### src/inc/cbe_pkg.sv
// ----------------------------------------------------------------
// Shared constants for the cache and bus event counting block
// ----------------------------------------------------------------
package cbe_pkg;
  // Register byte offsets
  localparam logic [3:0] OFS_SELECT = 4'h0;  // Event code and unit mask
  localparam logic [3:0] OFS_COUNT  = 4'h4;  // Event counter
  localparam logic [3:0] OFS_STATUS = 4'h8;  // Bus tracker state
  // Select register field positions
  localparam int SEL_CODE_LSB = 0;   // Event code [7:0]
  localparam int SEL_MASK_LSB = 8;   // Unit mask [15:8]
  localparam int SEL_EN_BIT   = 16;  // Counter enable
  // Reset values
  localparam logic [31:0] SELECT_RST = 32'h0000_0000;
  // Event codes
  localparam logic [7:0] EV_PF_MISS   = 8'h4B;  // Software prefetch total miss
  localparam logic [7:0] EV_LOAD_HIT  = 8'h4C;  // Load hits in-flight prefetch
  localparam logic [7:0] EV_L1_PFREQ  = 8'h4E;  // First-level prefetch requests
  localparam logic [7:0] EV_RD_OUTST  = 8'h60;  // Outstanding line reads
  localparam logic [7:0] EV_BNR_DRV   = 8'h61;  // Not-ready assertions
  localparam logic [7:0] EV_DATA_READY_STROBE_CYC  = 8'h62;  // Data strobe cycles
  // Unit masks
  localparam logic [7:0] UM_L0_MISS   = 8'h01;
  localparam logic [7:0] UM_L12_MISS  = 8'h02;
  localparam logic [7:0] UM_NONE      = 8'h00;
  localparam logic [7:0] UM_PF_REQ    = 8'h10;
  localparam logic [7:0] UM_AGENT_OWN = 8'h40;
  localparam logic [7:0] UM_AGENT_ANY = 8'hC0;
  // Prefetch hint encodings
  typedef enum logic [1:0] {
    HINT_L0  = 2'b00,
    HINT_L1  = 2'b01,
    HINT_L2  = 2'b10,
    HINT_NTA = 2'b11
  } cbe_hint_t;
  // Bus tracker sizing
  localparam int TXN_W      = 4;   // Width of transaction counts
  localparam int BNR_CYCLES = 2;   // Bus cycles per not-ready assertion
  localparam logic [TXN_W-1:0] BNR_THRESH = 4'h6;  // Near-full level
endpackage

### src/inc/cbe_if.sv
`timescale 1ns/1ps
// ----------------------------------------------------------------
// Bus tracker results toward the counting core
// ----------------------------------------------------------------
interface cbe_if;
  logic                      busTick;       // One core cycle per bus cycle
  logic [cbe_pkg::TXN_W-1:0] pendReads;     // Pending full-line reads
  logic                      bnrEvent;      // New not-ready assertion
  logic                      bnrActive;     // Not-ready driven now
  logic                      ownDrdyCycle;  // Bus cycle of own strobe
  logic                      anyDrdyCycle;  // Bus cycle of any strobe
  modport trk  (output busTick, pendReads, bnrEvent, bnrActive,
                ownDrdyCycle, anyDrdyCycle);
  modport core (input busTick, pendReads, bnrEvent, bnrActive,
                ownDrdyCycle, anyDrdyCycle);
endinterface

### src/logic/cbe_bus_tracker.sv
`timescale 1ns/1ps
module cbe_bus_tracker
  import cbe_pkg::*;
(
  // Clock, reset, enable
  input  wire logic               clk,
  input  wire logic               rstSyncN,
  input  wire logic               ce,
  // Core side, same clock
  input  wire logic               rdIssue,
  input  wire logic               rdCacheable,
  input  wire logic               rdLineDone,
  input  wire logic [TXN_W-1:0]   snoopPend,
  input  wire logic               ownDataValid,
  // Bus pins
  input  wire logic               busClkPin,
  input  wire logic               bnrPinIn,
  input  wire logic               drdyPinIn,
  output logic                    bnrOut,
  output logic                    bnrOe,
  output logic                    drdyOut,
  output logic                    drdyOe,
  // Results
  cbe_if.trk                      res
);
  // ----------------------------------------------------------------
  // Pin synchronisers
  // ----------------------------------------------------------------
  logic [2:0] clkSync_q;   // Bus clock, third stage for edge detect
  logic [1:0] bnrSync_q;   // Not-ready from other agents
  logic [1:0] drdySync_q;  // Data strobe on the wire
  // Two stages before any logic looks at a pin
  always_ff @(posedge clk or negedge rstSyncN) begin
    if (!rstSyncN) begin
      clkSync_q  <= 3'h0;
      bnrSync_q  <= 2'h0;
      drdySync_q <= 2'h0;
    end else if (ce) begin
      clkSync_q  <= {clkSync_q[1:0], busClkPin};
      bnrSync_q  <= {bnrSync_q[0], bnrPinIn};
      drdySync_q <= {drdySync_q[0], drdyPinIn};
    end
  end
  // ----------------------------------------------------------------
  // Bus cycle and transaction tracking
  // ----------------------------------------------------------------
  wire tick     = clkSync_q[1] & ~clkSync_q[2];  // Rising bus clock
  wire rdCount  = rdIssue & rdCacheable;         // Full-line cacheable only
  wire [TXN_W-1:0] txnLoad = res.pendReads + snoopPend;
  wire busBlocked = bnrSync_q[1] | bnrOut;       // Any agent holds it
  logic [TXN_W-1:0] pend_q;      // Pending full-line reads
  logic [1:0]       bnrLeft_q;   // Bus cycles of assertion left
  logic             tick_q;
  logic             bnrEv_q;
  logic             ownDrdy_q;
  logic             anyDrdy_q;
  // Pending from issue until whole line received
  always_ff @(posedge clk or negedge rstSyncN) begin
    if (!rstSyncN) begin
      pend_q <= '0;
    end else if (ce) begin
      pend_q <= pend_q + TXN_W'(rdCount & ~busBlocked) - TXN_W'(rdLineDone); // RULE7 RULE8
    end
  end
  // Not-ready drive, each assertion spans two bus cycles
  always_ff @(posedge clk or negedge rstSyncN) begin
    if (!rstSyncN) begin
      bnrLeft_q <= 2'h0;
      bnrOut    <= 1'b0;
      bnrEv_q   <= 1'b0;
    end else if (ce) begin
      bnrEv_q <= 1'b0;
      if (tick) begin
        if (bnrLeft_q != 2'h0) begin
          bnrLeft_q <= bnrLeft_q - 2'h1;
          bnrOut    <= 1'b1; // RULE9
        end else if (!bnrOut && txnLoad >= BNR_THRESH) begin
          bnrLeft_q <= 2'(BNR_CYCLES - 1); // RULE10
          bnrOut    <= 1'b1;
          bnrEv_q   <= 1'b1; // RULE9
        end else begin
          bnrOut <= 1'b0;
        end
      end
    end
  end
  // Strobe while own data is on the wire, sampled per bus cycle
  always_ff @(posedge clk or negedge rstSyncN) begin
    if (!rstSyncN) begin
      drdyOut   <= 1'b0;
      tick_q    <= 1'b0;
      ownDrdy_q <= 1'b0;
      anyDrdy_q <= 1'b0;
    end else if (ce) begin
      tick_q    <= tick;
      ownDrdy_q <= tick & drdyOut; // RULE13
      anyDrdy_q <= tick & (drdyOut | drdySync_q[1]); // RULE14
      if (tick) begin
        drdyOut <= ownDataValid; // RULE12
      end
    end
  end
  // Open-drain style pins: enable follows drive
  assign bnrOe  = bnrOut;
  assign drdyOe = drdyOut;
  assign res.busTick      = tick_q;
  assign res.pendReads    = pend_q;
  assign res.bnrEvent     = bnrEv_q;
  assign res.bnrActive    = busBlocked;
  assign res.ownDrdyCycle = ownDrdy_q;
  assign res.anyDrdyCycle = anyDrdy_q;
endmodule

### src/logic/cbe_event_counter.sv
`timescale 1ns/1ps
// Notes on behaviour
// RULE1: Code 4B mask 01 counts level-0 total misses
// RULE2: Code 4B mask 02 counts level-1/2 total misses
// RULE3: Level-0 fills both caches; level-1/2 only second
// RULE4: Code 4C counts loads hitting in-flight prefetch line
// RULE5: Code 4E mask 10 counts all prefetch requests
// RULE6: Rejected requests retried later or dropped
// RULE7: Code 60 adds pending line reads each cycle
// RULE8: Only cacheable full-line reads are pending
// RULE9: Code 61 counts own two-cycle not-ready assertions
// RULE10: Assert not-ready when transactions near bus maximum
// RULE11: No agent issues while not-ready is asserted
// RULE12: Data sender asserts strobe each data cycle
// RULE13: Code 62 own mask counts own strobe cycles
// RULE14: Code 62 any mask counts any strobe cycles
// RULE15: Count only on exact code and mask match
module cbe_event_counter
  import cbe_pkg::*;
#(
  parameter int COUNT_W = 32
) (
  // Clock, reset, enable
  input  wire logic               ref_clk,
  input  wire logic               rstn,
  input  wire logic               ce,
  // Avalon-MM slave
  input  wire logic [3:0]         avs_address,
  input  wire logic               avs_read,
  input  wire logic               avs_write,
  input  wire logic [31:0]        avs_writedata,
  output logic [31:0]             avs_readdata,
  output logic                    avs_waitrequest,
  // Software prefetch pipeline
  input  wire logic               pfExec,
  input  wire cbe_hint_t          pfHint,
  input  wire logic               pfMissAll,
  input  wire logic [25:0]        pfLine,
  input  wire logic               pfDone,
  output logic                    fillL2,
  output logic                    fillL1,
  // Loads to the first-level data cache
  input  wire logic               loadValid,
  input  wire logic [25:0]        loadLine,
  // First-level prefetcher
  input  wire logic               l1PfReq,
  input  wire logic [25:0]        l1PfLine,
  input  wire logic               l2Busy,
  output logic                    l2PfValid,
  output logic [25:0]             l2PfLine,
  // Bus request side
  input  wire logic               rdIssue,
  input  wire logic               rdCacheable,
  input  wire logic               rdLineDone,
  input  wire logic [TXN_W-1:0]   snoopPend,
  input  wire logic               ownDataValid,
  output logic                    issueAllowed,
  // Bus pins
  input  wire logic               busClkPin,
  input  wire logic               bnrPinIn,
  input  wire logic               drdyPinIn,
  output logic                    bnrOut,
  output logic                    bnrOe,
  output logic                    drdyOut,
  output logic                    drdyOe
);
  // ----------------------------------------------------------------
  // Reset release
  // ----------------------------------------------------------------
  logic [1:0] rstPipe_q;  // Two-stage release of the reset
  logic       rstSyncN;   // Released reset for the rest
  // Assert at once, release after two edges
  always_ff @(posedge ref_clk or negedge rstn) begin
    if (!rstn) begin
      rstPipe_q <= 2'h0;
    end else begin
      rstPipe_q <= {rstPipe_q[0], 1'b1};
    end
  end
  assign rstSyncN = rstPipe_q[1];

  // ----------------------------------------------------------------
  // Bus tracker
  // ----------------------------------------------------------------
  cbe_if trk ();
  cbe_bus_tracker u_trk (
    .clk          (ref_clk),
    .rstSyncN     (rstSyncN),
    .ce           (ce),
    .rdIssue      (rdIssue),
    .rdCacheable  (rdCacheable),
    .rdLineDone   (rdLineDone),
    .snoopPend    (snoopPend),
    .ownDataValid (ownDataValid),
    .busClkPin    (busClkPin),
    .bnrPinIn     (bnrPinIn),
    .drdyPinIn    (drdyPinIn),
    .bnrOut       (bnrOut),
    .bnrOe        (bnrOe),
    .drdyOut      (drdyOut),
    .drdyOe       (drdyOe),
    .res          (trk.trk)
  );

  // ----------------------------------------------------------------
  // Register bus decode
  // ----------------------------------------------------------------
  logic [31:0]        select_q;  // Event selection
  logic [COUNT_W-1:0] count_q;   // Event counter
  logic [COUNT_W-1:0] count_d;
  logic               wait_q;    // One wait state per access
  wire access   = avs_read | avs_write;
  wire commit   = access & ~wait_q;       // Edge where master samples
  wire hitSel   = (avs_address == OFS_SELECT);
  wire hitCnt   = (avs_address == OFS_COUNT);
  wire hitStat  = (avs_address == OFS_STATUS);
  wire wrSel    = commit & avs_write & hitSel;
  wire wrCnt    = commit & avs_write & hitCnt;
  wire [31:0] statusWord = {26'h0, trk.bnrActive, 1'b0, trk.pendReads};
  wire [31:0] readMux =
    hitSel  ? select_q :
    hitCnt  ? 32'(count_q) :
    hitStat ? statusWord : 32'h0000_0000;  // Unmapped reads as zero
  // Wait state toggles so every access completes in two cycles
  always_ff @(posedge ref_clk or negedge rstSyncN) begin
    if (!rstSyncN) begin
      wait_q          <= 1'b1;
      avs_waitrequest <= 1'b1;
      avs_readdata    <= 32'h0000_0000;
    end else if (ce) begin
      wait_q          <= ~(access & wait_q);
      avs_waitrequest <= ~(access & wait_q);
      if (access & wait_q) begin
        avs_readdata <= readMux;
      end
    end
  end
  // Select register write
  always_ff @(posedge ref_clk or negedge rstSyncN) begin
    if (!rstSyncN) begin
      select_q <= SELECT_RST;
    end else if (ce && wrSel) begin
      select_q <= avs_writedata;
    end
  end

  // ----------------------------------------------------------------
  // Software prefetch fills
  // ----------------------------------------------------------------
  wire pfL0  = pfExec & (pfHint == HINT_L0);
  wire pfL12 = pfExec & ((pfHint == HINT_L1) | (pfHint == HINT_L2));
  // Fill targets per hint, pulsed the cycle after a prefetch that missed every level
  always_ff @(posedge ref_clk or negedge rstSyncN) begin
    if (!rstSyncN) begin
      fillL2 <= 1'b0;
      fillL1 <= 1'b0;
    end else if (ce) begin
      fillL2 <= (pfL0 | pfL12) & pfMissAll; // RULE3
      fillL1 <= pfL0 & pfMissAll; // RULE3
    end
  end

  // ----------------------------------------------------------------
  // In-flight software prefetch line
  // ----------------------------------------------------------------
  logic        pendPf_q;    // A prefetch has started, not finished
  logic [25:0] pendLine_q;  // Its cache line
  // Track the latest started prefetch until its completion
  always_ff @(posedge ref_clk or negedge rstSyncN) begin
    if (!rstSyncN) begin
      pendPf_q   <= 1'b0;
      pendLine_q <= 26'h000_0000;
    end else if (ce) begin
      if (pfExec & pfMissAll) begin
        pendPf_q   <= 1'b1;  // New start wins over completion
        pendLine_q <= pfLine;
      end else if (pfDone) begin
        pendPf_q <= 1'b0;
      end
    end
  end
  wire loadHitPf = loadValid & pendPf_q & (loadLine == pendLine_q); // RULE4

  // ----------------------------------------------------------------
  // First-level prefetcher with one retry slot
  // ----------------------------------------------------------------
  logic        retry_q;      // Rejected request held for resubmit
  logic [25:0] retryLine_q;
  wire sendNew   = l1PfReq & ~l2Busy;
  wire sendRetry = retry_q & ~l2Busy & ~l1PfReq;
  // Rejected request waits; a newer request drops the older one
  always_ff @(posedge ref_clk or negedge rstSyncN) begin
    if (!rstSyncN) begin
      retry_q     <= 1'b0;
      retryLine_q <= 26'h000_0000;
      l2PfValid   <= 1'b0;
      l2PfLine    <= 26'h000_0000;
    end else if (ce) begin
      l2PfValid <= sendNew | sendRetry;
      if (sendNew) begin
        l2PfLine <= l1PfLine;
      end else if (sendRetry) begin
        l2PfLine <= retryLine_q;
      end
      if (l1PfReq & l2Busy) begin
        retry_q     <= 1'b1; // RULE6
        retryLine_q <= l1PfLine;
      end else if (sendRetry | sendNew) begin
        retry_q <= 1'b0; // RULE6
      end
    end
  end

  // ----------------------------------------------------------------
  // Own bus issue permission
  // ----------------------------------------------------------------
  // Hold back own requests while any agent asserts not-ready
  always_ff @(posedge ref_clk or negedge rstSyncN) begin
    if (!rstSyncN) begin
      issueAllowed <= 1'b0;
    end else if (ce) begin
      issueAllowed <= ~trk.bnrActive; // RULE11
    end
  end

  // ----------------------------------------------------------------
  // Event selection and increment
  // ----------------------------------------------------------------
  wire [7:0] selCode = select_q[SEL_CODE_LSB +: 8];
  wire [7:0] selMask = select_q[SEL_MASK_LSB +: 8];
  wire       selEn   = select_q[SEL_EN_BIT];
  // Each event matches only its exact code and mask pair
  wire mL0Miss  = (selCode == EV_PF_MISS)  & (selMask == UM_L0_MISS); // RULE15
  wire mL12Miss = (selCode == EV_PF_MISS)  & (selMask == UM_L12_MISS); // RULE15
  wire mLoadHit = (selCode == EV_LOAD_HIT) & (selMask == UM_NONE); // RULE15
  wire mPfReq   = (selCode == EV_L1_PFREQ) & (selMask == UM_PF_REQ); // RULE15
  wire mOutOwn  = (selCode == EV_RD_OUTST) & (selMask == UM_AGENT_OWN);
  wire mOutAny  = (selCode == EV_RD_OUTST) & (selMask == UM_AGENT_ANY);
  wire mBnr     = (selCode == EV_BNR_DRV)  & (selMask == UM_AGENT_OWN);
  wire mDrdyOwn = (selCode == EV_DATA_READY_STROBE_CYC) & (selMask == UM_AGENT_OWN);
  wire mDrdyAny = (selCode == EV_DATA_READY_STROBE_CYC) & (selMask == UM_AGENT_ANY);
  // Increment per event source
  wire [TXN_W-1:0] incL0   = TXN_W'(mL0Miss & pfL0 & pfMissAll); // RULE1
  wire [TXN_W-1:0] incL12  = TXN_W'(mL12Miss & pfL12 & pfMissAll); // RULE2
  wire [TXN_W-1:0] incLoad = TXN_W'(mLoadHit & loadHitPf); // RULE4
  wire [TXN_W-1:0] incPf   = TXN_W'(mPfReq & l1PfReq); // RULE5
  wire [TXN_W-1:0] incOut  = (mOutOwn | mOutAny) ? trk.pendReads : '0; // RULE7
  wire [TXN_W-1:0] incBnr  = TXN_W'(mBnr & trk.bnrEvent); // RULE9
  wire [TXN_W-1:0] incDo   = TXN_W'(mDrdyOwn & trk.ownDrdyCycle); // RULE13
  wire [TXN_W-1:0] incDa   = TXN_W'(mDrdyAny & trk.anyDrdyCycle); // RULE14
  wire [TXN_W-1:0] incSum  = incL0 | incL12 | incLoad | incPf | incOut
                           | incBnr | incDo | incDa;
  // Software write loads the counter, else add when enabled
  always_comb begin
    count_d = count_q;
    if (wrCnt) begin
      count_d = COUNT_W'(avs_writedata);
    end else if (selEn) begin
      count_d = count_q + COUNT_W'(incSum); // RULE15
    end
  end
  // Counter register
  always_ff @(posedge ref_clk or negedge rstSyncN) begin
    if (!rstSyncN) begin
      count_q <= '0;
    end else if (ce) begin
      count_q <= count_d;
    end
  end
endmodule

### config.mk
export PLATFORM = sky130hd
export DESIGN_NAME = cbe_event_counter
export DESIGN_NICKNAME = d
export VERILOG_FILES = /design/src/inc/cbe_pkg.sv /design/src/inc/cbe_if.sv /design/src/logic/cbe_bus_tracker.sv /design/src/logic/cbe_event_counter.sv
export SDC_FILE = /design/constraint.sdc
export NUM_CORES = 1
export LEC_CHECK = 0
export ABC_AREA = 0
export ABC_CLOCK_PERIOD_IN_PS = 9800
export BUFFER_PORTS_ARGS = -buffer_cell sky130_fd_sc_hd__buf_2
export CORE_ASPECT_RATIO = 0.6
export CORE_MARGIN = 5
export CORE_UTILIZATION = 55
export CTS_CLUSTER_DIAMETER = 200
export DETAILED_ROUTE_END_ITERATION = 8
export MAX_ROUTING_LAYER = met4
export PLACE_DENSITY = 0.87
export SYNTH_ARGS = -nofsm -noshare
export SYNTH_HDL_FRONTEND = slang
export SYNTH_HIERARCHICAL = 1
export SYNTH_SLANG_ARGS = --single-unit
### constraint.sdc
create_clock -name ref_clk -period 9.8 [get_ports ref_clk]
set_input_delay 0.49 -clock ref_clk [delete_from_list [all_inputs] [get_ports ref_clk]]
set_output_delay 0.49 -clock ref_clk [all_outputs]
set_load 0.1 [all_outputs]
# Yosys cells after proc, flatten, opt, wreduce, memory -nomap -nowiden
# Cells that the tools add are included.
# op_classes
addsub,5
n_mul,0
div,0
magnitude_cmp,1
eq_ne,16
shifts,0
mux,18
n_bitwise,60
n_reduce_logical,21
# op_table
cell,count
32-bit 2-to-1 mux,4
8-bit by 7-bit equality test with 1-bit output (second input constant),7
26-bit 2-to-1 mux,2
1-bit bitwise AND,38
32-bit by 4-bit adder with 32-bit output,1
26-bit equality test,1
2-bit AND reduction,8
4-bit by 1-bit OR with 4-bit output,3
2-bit nonzero test,6
1-bit OR,10
4-bit adder,2
8-bit by 1-bit equality test with 1-bit output (second input constant),1
8-bit by 2-bit equality test with 1-bit output (second input constant),1
8-bit by 5-bit equality test with 1-bit output (second input constant),1
8-bit equality test (second input constant),1
8-bit zero test,1
1-bit 2-to-1 mux,8
6-bit 2-to-1 mux,1
1-bit inverter,6
1-bit by 4-bit bitwise AND with 4-bit output,1
4-bit by 3-bit equality test with 1-bit output (second input constant),1
4-bit equality test (second input constant),1
4-bit by 3-bit greater-or-equal comparator with 1-bit output (second input constant),1
4-bit zero test,1
12 further kinds,14
# totals
register_bits,201
latchBits,0
ram_bits,0
romBits,0
output_inout_bits,67
elab_cells,145
n_memories,0

# Logic depth before layout (Yosys ltp)
# Gate-level depths: netlist of run 1.
# logic_depth
word_depth,15
ltp_mapped,15

# Hierarchy
# The synthesis of run 1 kept the hierarchy.
# by_module_without_submodules
mod,instances,cells_per_inst,area_each_um2,seq_area_each_um2
cbe_event_counter,1,848,8849.7,4580.6
cbe_bus_tracker,1,96,1062.3,475.5

# Worst setup path after synthesis of run 1
# OpenSTA, ideal clock, no wires.
# synth_timing
path_kind,input port to flip-flop
startpoint,input port l1PfReq
endpoint,register count_q[16]
arrival_ns,3.126
required_ns,9.721
slack_ns,6.594
path_stages,15
n_path_buf,3
cell_sequence,clkbuf_1 > clkbuf_1 > nand2_1 > o21ai_0 > a21oi_1 > o221ai_1 > ha_1 > inv_1 > fa_1 > nor2b_1 > o31a_1 > clkbuf_1 > nand4_1 > a21oi_1 > a2bb2oi_1
# synth_via
elab_chain_len,9
# synth_lines
element,line_no,text
from (decl),cbe_event_counter.sv:46,"input wire logic l1PfReq,"
1-bit bitwise AND,cbe_event_counter.sv:246,wire [TXN_W-1:0] incPf = TXN_W'(mPfReq & l1PfReq);
1-bit OR,cbe_event_counter.sv:251,wire [TXN_W-1:0] incSum = incL0 | incL12 | incLoad | incPf | incOut
1-bit by 4-bit OR with 4-bit output,cbe_event_counter.sv:251,
4-bit by 1-bit OR with 4-bit output (3 in a row),cbe_event_counter.sv:252,| incBnr | incDo | incDa;
32-bit by 4-bit adder with 32-bit output,cbe_event_counter.sv:259,count_d = count_q + COUNT_W'(incSum);
32-bit 2-to-1 mux,cbe_event_counter.sv:258,end else if (selEn) begin
32-bit 2-to-1 mux,cbe_event_counter.sv:256,if (wrCnt) begin
to (signal assigned),cbe_event_counter.sv:267,count_q <= count_d;
to (decl),cbe_event_counter.sv:109,logic [COUNT_W-1:0] count_q;
# Every way passes these cells. The select of a mux whose other input is x is not followed.
# A chain may end at the register's enable or synchronous reset.

# Worst setup path after layout of run 1
# layout_timing
startpoint,register select_q[4]
endpoint,register count_q[24]
# layout_via
elab_chain_len,14
elab_cells_between_ends,36
classes_between,add/sub: 1; eq/ne: 6; mux: 3; bitwise: 26
# layout_lines
element,line_no,text
from (decl),cbe_event_counter.sv:108,logic [31:0] select_q;
from (signal assigned),cbe_event_counter.sv:143,select_q <= avs_writedata;
8-bit by 7-bit equality test with 1-bit output,"cbe_event_counter.sv:233, cbe_event_counter.sv:234",
"1-bit bitwise AND, on equally long branches","cbe_event_counter.sv:233, cbe_event_counter.sv:234",
"1-bit bitwise AND, on equally long branches (2 in a row)","cbe_event_counter.sv:243, cbe_event_counter.sv:244",
1-bit OR (3 in a row),cbe_event_counter.sv:251,
1-bit by 4-bit OR with 4-bit output,cbe_event_counter.sv:251,
4-bit by 1-bit OR with 4-bit output (2 in a row),cbe_event_counter.sv:252,
4-bit by 1-bit OR with 4-bit output *,cbe_event_counter.sv:252,
32-bit by 4-bit adder with 32-bit output *,cbe_event_counter.sv:259,
32-bit 2-to-1 mux *,cbe_event_counter.sv:258,
32-bit 2-to-1 mux *,cbe_event_counter.sv:256,
# Every way passes the cells marked *; elsewhere a longest branch is shown, timed or not. The select of a mux whose other input is x is not followed.

==> impl_results.md, run 1 <==
- FF-to-FF Start: select_q[4]
- CTS H-tree lvls: 1
- Max-slew headroom: 28.0%
- Maximum vdd drop: 0.000185 V
- Tmin final: 3.76 ns
- # clock sinks: 201
- Worst-margin pin slew: 1.07 ns
- Storage cell area: 5030 µm²
- Layout Cells excl Fill: 1,376
- Mean routed wirelength per cell: 18.7 µm
- I/O pins: 205
- Setup violators final: 0
- Net Switching: 931 µW
- Critical path launch point type: register
- Post-DR vias/cell: 5.88
- Die area: 20,800 µm²
- Clock tree from TritonCTS: yes
- Reg clk slew, reported paths: 0.06 ns
- Hold Vio Cnt, Final: 0
- Final Skew: 0.00748 ns
- Worst Hold Path EP: u_trk/drdyOe
- DPL Wire Length: 18.4 mm
- Final Max Tran Viols: 0
- Flop pwr share: 40.9%
- Net count, final: 1,275
- Maximum clock path buffer count: 3
- R2R depth: 12
- Gp weighted congestion: 0.925
- Post-CTS Resized: 0
- Fmax: 266 MHz
- Multi-input gate area: 4500 µm²
- Min Hold Slack: 0.230 ns
- Layout cell share with drive strength beyond 1: 31.5%
- Placed insts: 1,339
- CTS root buf: clkbuf_16
- Hold crit path type: in2reg
- Logic pwr share: 27.8%
- Clk_lat worst skew: 0.49 ns
- Clock group share of total power: 31.3%
- Max-cap violations: 0
- Iter 0 DRT Violations: 693
- CP Class: reg2reg
- Grt ovf: 0
- Core area: 17,800 µm²
- P per Cell Area: 222 nW/µm²
- Fill cells: 1,436
- First-pass GRT wire length: 41.4 mm
- All-Layer GR Usage: 25.1%
- Critical path data required time: 10.22 ns
- Vias in the first global route: 7,937
- Final Cell Area: 11,800 µm²
- Leak pwr: 0.00534 µW
- Largest net degree at the start of global routing: 62
- Setup TNS: 0 ns
- Chip Width: 183 µm
- DR pass1 iterations: 5
- Final worst-path cycle share: 38.4%
- Internal power: 1690 µW
- Initial antenna violation count: 2
- RSZ-0062 raised after global routing: no
- Min-delay src: ownDataValid
- YS warnings: 6
- Detailed-route DRC error count: 0
- Status: completed
- Post-DP Area: 11,100 µm²
- Starting Density: 55.4%
- Die H: 114 µm
- Critical Path AT: 4.18 ns
- Mapped Cells: 941
- Syn Nets: 1,094
- CP max FO: 14
- P&R area growth vs syn: 19.1%
- R2r endpoint: count_q[24]
- Cell area after synthesis: 9880 µm²
- ANT nets after route: 0
- Rows: 38
- Synthesized area per cell: 10.5 µm²
- CTS Buf Count: 20
- Switching share of total power: 35.6%
- PortBufs: 204
- Vias: 8,088
- Reg2reg setup slack: 6.04 ns
- WHS Path Cells: 2
- WL final: 25.7 mm
- Worst setup EP type: register
worst max-delay path, stage by stage (launching register included):
cell and delay, ns:
dfrtp_1 0.40, nor4b_1 0.50, and4b_1 0.30, nand3_1 0.09, o221ai_1 0.19, ha_1 0.20, inv_1 0.06, fa_1 0.40
nor2b_1 0.20, o31a_1 0.57, nand3_2 0.23, or4_1 0.45, nand3_1 0.10
metrics by stage:
step / util [%] / setup WS (ns) / total power, µW
2_1_floorplan: - / 3.79 / 1640
3_3_place_gp: 62.0 / 6.14 / 1780
3_5_place_dp: 62.0 / 5.97 / 1810
6_report: 66.0 / 6.04 / 2620
5_1_grt: 66.0 / 5.82 / 2740
4_1_cts: 65.9 / 6.11 / 2630
per-layer routing:
layer	vias to the layer above	routed length (µm)	GRT usage, %	share of wire (%)
met5	-	0	-	0
met4	0	420	5.41	1.6
met3	43	2640	6.05	10
met2	392	11400	36.8	44
met1	3913	11200	36.1	44
li1	3740	-	-	-
power groups by stage:
stage	Clock [µW]	Combinational (µW)	Sequential, µW
2_1_floorplan	0	323	1320
3_3_place_gp	0	705	1070
4_1_cts	835	728	1070
5_1_grt	870	776	1090
6_report	819	728	1070
3_5_place_dp	0	724	1080
worst max path at each step:
stage,cells past startpoint,start,end
2_1_floorplan,0,rstPipe_q[1],avs_readdata[0]
3_3_place_gp,14,loadLine[19],count_q[24]
3_5_place_dp,14,loadLine[9],count_q[24]
4_1_cts,13,pendLine_q[9],count_q[24]
5_1_grt,11,select_q[11],count_q[28]
6_report,12,select_q[4],count_q[24]
layout by cell type (no fill, tap or decap), types with 4 or more instances in the layout:
master	instances
a211oi_1	5
a21oi_1	89
a22o_1	5
a22oi_1	28
a2bb2oi_1	8
and2_1	5
and3_1	7
buf_2	204
buf_4	14
bufinv_16	4
clkbuf_1	4
clkbuf_16	21
dfrtp_1	199
ha_1	12
inv_1	25
mux2_2	91
mux2i_1	8
nand2_1	80
nand3_1	25
nand4_1	20
nor2_1	59
nor2b_1	32
nor3_1	10
o211ai_1	4
o21a_1	5
o21ai_0	47
o22a_1	4
o22ai_1	16
or3_1	4
xnor2_1	27
sequential cells by signal (all words and copies together), names as in the netlist, 2 cells and up:
register	count
select_q	32
u_trk/res.pendReads	4
u_trk/bnrSync_q	2
avs_readdata	32
u_trk/clkSync_q	3
count_q	32
l2PfLine	26
u_trk/bnrLeft_q	2
retryLine_q	26
u_trk/drdySync_q	2
pendLine_q	26
rstPipe_q	2
area by class of cell:
class | instances | area share, %
Sequential cell | 201 | 42.8
Multi-Input combinational cell | 655 | 38.2
Timing Repair Buffer | 219 | 9.66
Clock buffer | 26 | 4.71
Tap cell | 240 | 2.55
Clock inverter | 8 | 1.21
Inverter | 25 | 0.798
Antenna cell | 2 | 0.0425
timing repair:
item / 4_1_cts / 5_1_grt
hold endpoints to repair: 2 / 0
hold buffers: 1 / 0
buffers inserted: 0 / 0
No activity file was read; power rests on OpenSTA's default activity.
==> inputs of run 2 (changes only) <==
--- a/config.mk
+++ b/config.mk
@@ -5,8 +5,8 @@
 export SDC_FILE = /design/constraint.sdc
 export NUM_CORES = 1
 export LEC_CHECK = 0
-export ABC_AREA = 0
-export ABC_CLOCK_PERIOD_IN_PS = 9800
+export ABC_AREA = 1
+export ABC_CLOCK_PERIOD_IN_PS = 3500
 export BUFFER_PORTS_ARGS = -buffer_cell sky130_fd_sc_hd__buf_2
 export CORE_ASPECT_RATIO = 0.6
 export CORE_MARGIN = 5
==> constraint.sdc (replaced) <==
create_clock -name ref_clk -period 3.5 [get_ports ref_clk]
set_input_delay 0.175 -clock ref_clk [delete_from_list [all_inputs] [get_ports ref_clk]]
set_output_delay 0.175 -clock ref_clk [all_outputs]
set_load 0.1 [all_outputs]
==> impl_results.md, run 2 <==
- Grt ovf: 0
- Logic pwr share: 34.5%
- Fmax: 306 MHz
- Reg2reg setup slack: 0.23 ns
- Hold crit path type: in2reg
- Status: completed
- I/O pins: 205
- Gp weighted congestion: 0.967
- Die H: 116 µm
- Rows: 38
- Detailed-route DRC error count: 0
- WL final: 32.6 mm
- Worst setup EP type: register
- # clock sinks: 201
- CP top delay family: simple AND/OR/NAND/NOR gates
- Setup TNS: 0 ns
- Most frequent CP cell: nand2_1
- Worst Hold Path EP: avs_readdata[12]
- Internal power: 4860 µW
- R2r endpoint: count_q[30]
- Largest net degree at the start of global routing: 65
- Final worst-path cycle share: 93.4%
- Post-DR vias/cell: 5.59
- Worst-margin pin slew: 1.04 ns
- Critical-path cell list: nor2_1 -> nand3_1 -> nor2_1 -> nand2_1 -> nor2_1 -> nand4_1 -> nand2_1 -> ha_2 -> inv_1 -> fa_1 -> inv_1 -> nand3_1 -> nand3_1 -> nand2_1 -> nor2_2 -> nand2_1 -> nand2_1 -> nand3_1 -> nand2_1 -> nand2_1
- Setup ws final: 0.233 ns
- WHS Path Cells: 4
- Mapped Cells: 1,273
- Vias: 10,100
- Max-cap violations: 0
- PortBufs: 204
- R2R depth: 20
- Chip Width: 187 µm
- Vias in the first global route: 10,000
- Storage cell area: 5030 µm²
- Pre-CTS setup slack: 0.304 ns
- Overall Power: 8350 µW
- DPL Wire Length: 22.3 mm
- Critical path data required time: 3.88 ns
- YS warnings: 6
- Most common cell after layout, fill and taps aside: nand2_1
- Net Switching: 3490 µW
- CTS root buf: clkbuf_16
- CTS H-tree lvls: 1
- Mean routed wirelength per cell: 18.0 µm
- Net count, final: 1,714
- Reg clk slew, reported paths: 0.06 ns
- Multi-input gate area: 4660 µm²
- RSZ-0062 raised after global routing: no
- CTS Buf Count: 20
- CP max stage cell: dfrtp_1
- Setup violators final: 0
- Min-delay src: avs_address[3]
- Critical path's largest stage delay: 0.47 ns
- Critical Path AT: 3.65 ns
- Tmin final: 3.27 ns
- Flop pwr share: 39.4%
- First-pass GRT wire length: 52.4 mm
- Final Max Tran Viols: 0
- Leak pwr: 0.00649 µW
- Biggest regs: avs_readdata: 32 flops, count_q: 32 flops, select_q: 32 flops
- All-Layer GR Usage: 30.9%
- Syn Nets: 1,426
- Starting Density: 56.7%
- Maximum vdd drop: 0.000609 V
- Iter 0 DRT Violations: 975
- Maximum clock path buffer count: 3
- Switching share of total power: 41.8%
- Core area: 18,300 µm²
- Fill cells: 1,362
- P per Cell Area: 631 nW/µm²
- Critical path launch point type: register
- Min Hold Slack: 0.0722 ns
- Synthesized area per cell: 8.15 µm²
- Clk_lat worst skew: 0.51 ns
- Die area: 21,800 µm²
- Cell area after synthesis: 10,400 µm²
- Initial antenna violation count: 0
- FF-to-FF Start: select_q[0]
- Layout cell share with drive strength beyond 1: 21.8%
- P&R area growth vs syn: 27.5%
- Most frequent cells in the layout: 305 x nand2_1, 204 x buf_2, 199 x dfrtp_1
- Max-slew headroom: 30.7%
- CP max FO: 6
- Clock tree from TritonCTS: yes
- ANT nets after route: 0
- Clock group share of total power: 26.1%
- Final Skew: 0.0232 ns
- Worst path buffer plus inverter count: 2
- Hold Vio Cnt, Final: 0
- DR pass1 iterations: 8
- CP Class: reg2reg
==> run 2: how the worst max path moves through the flow <==
stage | cells after the start | to | startpoint | slack (ns)
CTS | 20 | count_q[30] | select_q[0] | 0.25
detailed placement | 20 | count_q[30] | select_q[0] | 0.30
floorplan | 0 | avs_readdata[0] | rstPipe_q[1] | 0.19
finish | 20 | count_q[30] | select_q[0] | 0.23
global route | 20 | count_q[30] | select_q[0] | 0.02
global placement | 20 | count_q[30] | select_q[0] | 0.42
==> run 2: timing repair <==
item,4_1_cts,5_1_grt
gates resized for setup,0,2
setup buffers,0,0
setup endpoints to repair,0,1
hold buffers,91,0
endpoints found under the hold margin,119,0
==> run 2: final cells by class <==
type / instances / area share (%)
Clock buffer: 31 / 4.47
Clock inverter: 4 / 0.463
Inverter: 130 / 3.69
Multi-Input combinational cell: 894 / 35.2
Timing Repair Buffer: 314 / 15.9
Sequential cell: 201 / 38.0
Tap cell: 240 / 2.27
Antenna cell: 1 / 0.0189
==> run 2: per-stage QoR <==
step           instance area, µm²  util, %  cells
6_report                    13200     72.3   1815
5_1_grt                     13200     72.3   1814
4_1_cts                     13200     72.3   1814
3_5_place_dp                11700     63.7   1688
3_3_place_gp                11700     63.7   1688
2_1_floorplan               10400        -   1273
==> run 2: worst register-to-register path: stages, from the launching register on <==
cell	delay, ns
dfrtp_1	0.47
nor2_1	0.21
nand3_1	0.11
nor2_1	0.15
nand2_1	0.07
nor2_1	0.11
nand4_1	0.15
nand2_1	0.18
ha_2	0.24
inv_1	0.06
fa_1	0.41
inv_1	0.12
nand3_1	0.07
nand3_1	0.18
nand2_1	0.12
nor2_2	0.16
nand2_1	0.07
nand2_1	0.06
nand3_1	0.06
nand2_1	0.09
nand2_1	0.04
==> run 2: power by group through the flow <==
stage / Clock (µW) / Sequential, µW / Combinational [µW]
after floorplan: 0 / 4170 / 1200
after global placement: 0 / 3270 / 2690
after detailed placement: 0 / 3290 / 2760
after CTS: 2200 / 3260 / 2850
after global routing: 2310 / 3350 / 3110
final: 2180 / 3290 / 2880
==> run 2: layer usage <==
| layer | vias up | GRT usage [%] | wire length (µm) |
|---|---|---|---|
| met5 | - | - | 0 |
| met4 | 0 | 6.84 | 660 |
| met3 | 65 | 10.2 | 3790 |
| met2 | 523 | 45.6 | 14100 |
| met1 | 4820 | 41.9 | 14100 |
| li1 | 4733 | - | - |
==> inputs of run 3 (changes only) <==
--- a/config.mk
+++ b/config.mk
@@ -6,7 +6,7 @@
 export NUM_CORES = 1
 export LEC_CHECK = 0
 export ABC_AREA = 1
-export ABC_CLOCK_PERIOD_IN_PS = 3500
+export ABC_CLOCK_PERIOD_IN_PS = 3900
 export BUFFER_PORTS_ARGS = -buffer_cell sky130_fd_sc_hd__buf_2
 export CORE_ASPECT_RATIO = 0.6
 export CORE_MARGIN = 5
==> constraint.sdc (replaced) <==
create_clock -name ref_clk -period 3.9 [get_ports ref_clk]
set_input_delay 0.195 -clock ref_clk [delete_from_list [all_inputs] [get_ports ref_clk]]
set_output_delay 0.195 -clock ref_clk [all_outputs]
set_load 0.1 [all_outputs]
==> impl_results.md, run 3 (synthesized netlist as in run 2, its figures left out) <==
- Starting Density: 56.7%
- Critical path data required time: 4.29 ns
- Most frequent CP cell: nand2_1
- Setup ws final: 0.548 ns
- # clock sinks: 201
- Die area: 21,800 µm²
- DR pass1 iterations: 6
- PortBufs: 204
- Multi-input gate area: 4660 µm²
- Setup TNS: 0 ns
- Leak pwr: 0.00646 µW
- Layout cell share with drive strength beyond 1: 21.7%
- P&R area growth vs syn: 26.7%
- Max-cap violations: 0
- Critical path launch point type: register
- Maximum clock path buffer count: 3
- Core area: 18,300 µm²
- Final worst-path cycle share: 85.9%
- All-Layer GR Usage: 30.5%
- Mean routed wirelength per cell: 17.8 µm
- DPL Wire Length: 22.5 mm
- ANT nets after route: 0
- Gp weighted congestion: 0.979
- Max-slew headroom: 33.6%
- RSZ-0062 raised after global routing: no
- Pre-CTS setup slack: 0.710 ns
- CP max stage cell: dfrtp_1
- Detailed-route DRC error count: 0
- Fill cells: 1,380
- Clock tree from TritonCTS: yes
- Final Util: 71.9%
- CP startpoint: select_q[0]
- P per Cell Area: 556 nW/µm²
- Worst setup EP type: register
- CTS Buf Count: 20
- Tmin final: 3.35 ns
- Chip Width: 187 µm
- Critical-path cell list: nor2_1 -> nand3_1 -> nor2_1 -> nand2_1 -> nor2_1 -> nand4_1 -> nand2_1 -> ha_1 -> inv_1 -> fa_1 -> inv_1 -> nand3_1 -> nand3_1 -> nand2_1 -> nor2_1 -> nand2_1 -> nand2_1 -> nand3_1 -> nand2_1 -> nand2_1
- Critical Path AT: 3.74 ns
- Reg clk slew, reported paths: 0.07 ns
- Critical path's largest stage delay: 0.50 ns
- Largest net degree at the start of global routing: 76
- Most frequent cells in the layout: 305 x nand2_1, 204 x buf_2, 199 x dfrtp_1
- Final Skew: 0.0144 ns
- Status: completed
- CTS H-tree lvls: 1
- Hold Vio Cnt, Final: 0
- Storage cell area: 5030 µm²
- Grt ovf: 0
- Iter 0 DRT Violations: 1,112
- Vias in the first global route: 9,942
- Die H: 116 µm
- Vias: 10,100
- Hold crit path type: in2reg
- CP Class: reg2reg
- Rows: 38
- Min-delay src: avs_writedata[1]
- Biggest regs: avs_readdata: 32 flops, count_q: 32 flops, select_q: 32 flops
- Min Hold Slack: 0.0305 ns
- I/O pins: 205
- Fmax: 298 MHz
- Post-DR vias/cell: 5.55
- Final Max Tran Viols: 0
- WL final: 32.2 mm
- CTS root buf: clkbuf_16
- FF-to-FF Start: select_q[0]
- First-pass GRT wire length: 51.9 mm
- Clk_lat worst skew: 0.50 ns
- Worst-margin pin slew: 0.996 ns
- Maximum vdd drop: 0.000622 V
- Post-CTS Resized: 0
- Setup violators final: 0
- Initial antenna violation count: 0
- Net count, final: 1,711
- CP max FO: 6
- Most common cell after layout, fill and taps aside: nand2_1
==> run 3: cell types whose count changed in the layout (fill, tap and decap cells not counted), moves of 2 or more <==
cell and delta:
clkbuf_8 -4, clkinv_2 +6, buf_4 -2, dlygate4sd3_1 -2
==> run 3: cell type report <==
cell class / count / share of cell area [%]
clock inverter: 8 / 0.409
antenna: 2 / 0.0380
tap: 240 / 2.28
clock buffer: 26 / 4.05
sequential: 201 / 38.3
multi-input combinational: 894 / 35.4
timing repair buffer: 311 / 15.8
inverter: 130 / 3.71
==> run 3: what timing repair did <==
| action | CTS | global route |
|---|---|---|
| buffers inserted | 0 | 0 |
| endpoints found under the hold margin | 115 | 0 |
| hold buffers | 89 | 0 |
==> run 3: final timing paths <==
path	end	slack (ns)	depth (start not counted)
worst min register to register	rstPipe_q[1]	0.36	0
max in group asynchronous	select_q[27]	2.46	1
worst max-delay path	count_q[30]	0.55	20
min in group asynchronous	fillL2	0.51	0
worst min-delay path	count_q[1]	0.03	3
worst max register to register	count_q[30]	0.55	20
==> run 3: power by group <==
part | internal [µW] | switching [µW]
clock | 969 | 814
sequential | 2540 | 412
combinational | 704 | 1870
==> run 3: critical path: cells and delay by family, from the launching register on <==
| kind | cells | cell delay, ns |
|---|---|---|
| AND/OR/NAND/NOR | 16 | 1.93 |
| adder cells (fa/ha/maj) | 2 | 0.63 |
| flip-flops | 1 | 0.50 |
| buffers and inverters | 2 | 0.20 |
==> run 3: stage by stage <==
step	cells	power, µW	area, µm²
after global placement	1687	5350	11700
after detailed placement	1687	5440	11700
final	1812	7310	13200
after global routing	1810	7690	13200
after CTS	1810	7290	13200
after floorplan	1273	4820	10400
==> run 3: layer usage <==
layer / GRT usage [%] / vias up / part of all wire [%]
li1: - / 4719 / -
met1: 41.9 / 4727 / 43
met2: 45.3 / 545 / 43
met3: 9.38 / 63 / 12
met4: 6.65 / 0 / 2.0
met5: - / - / 0
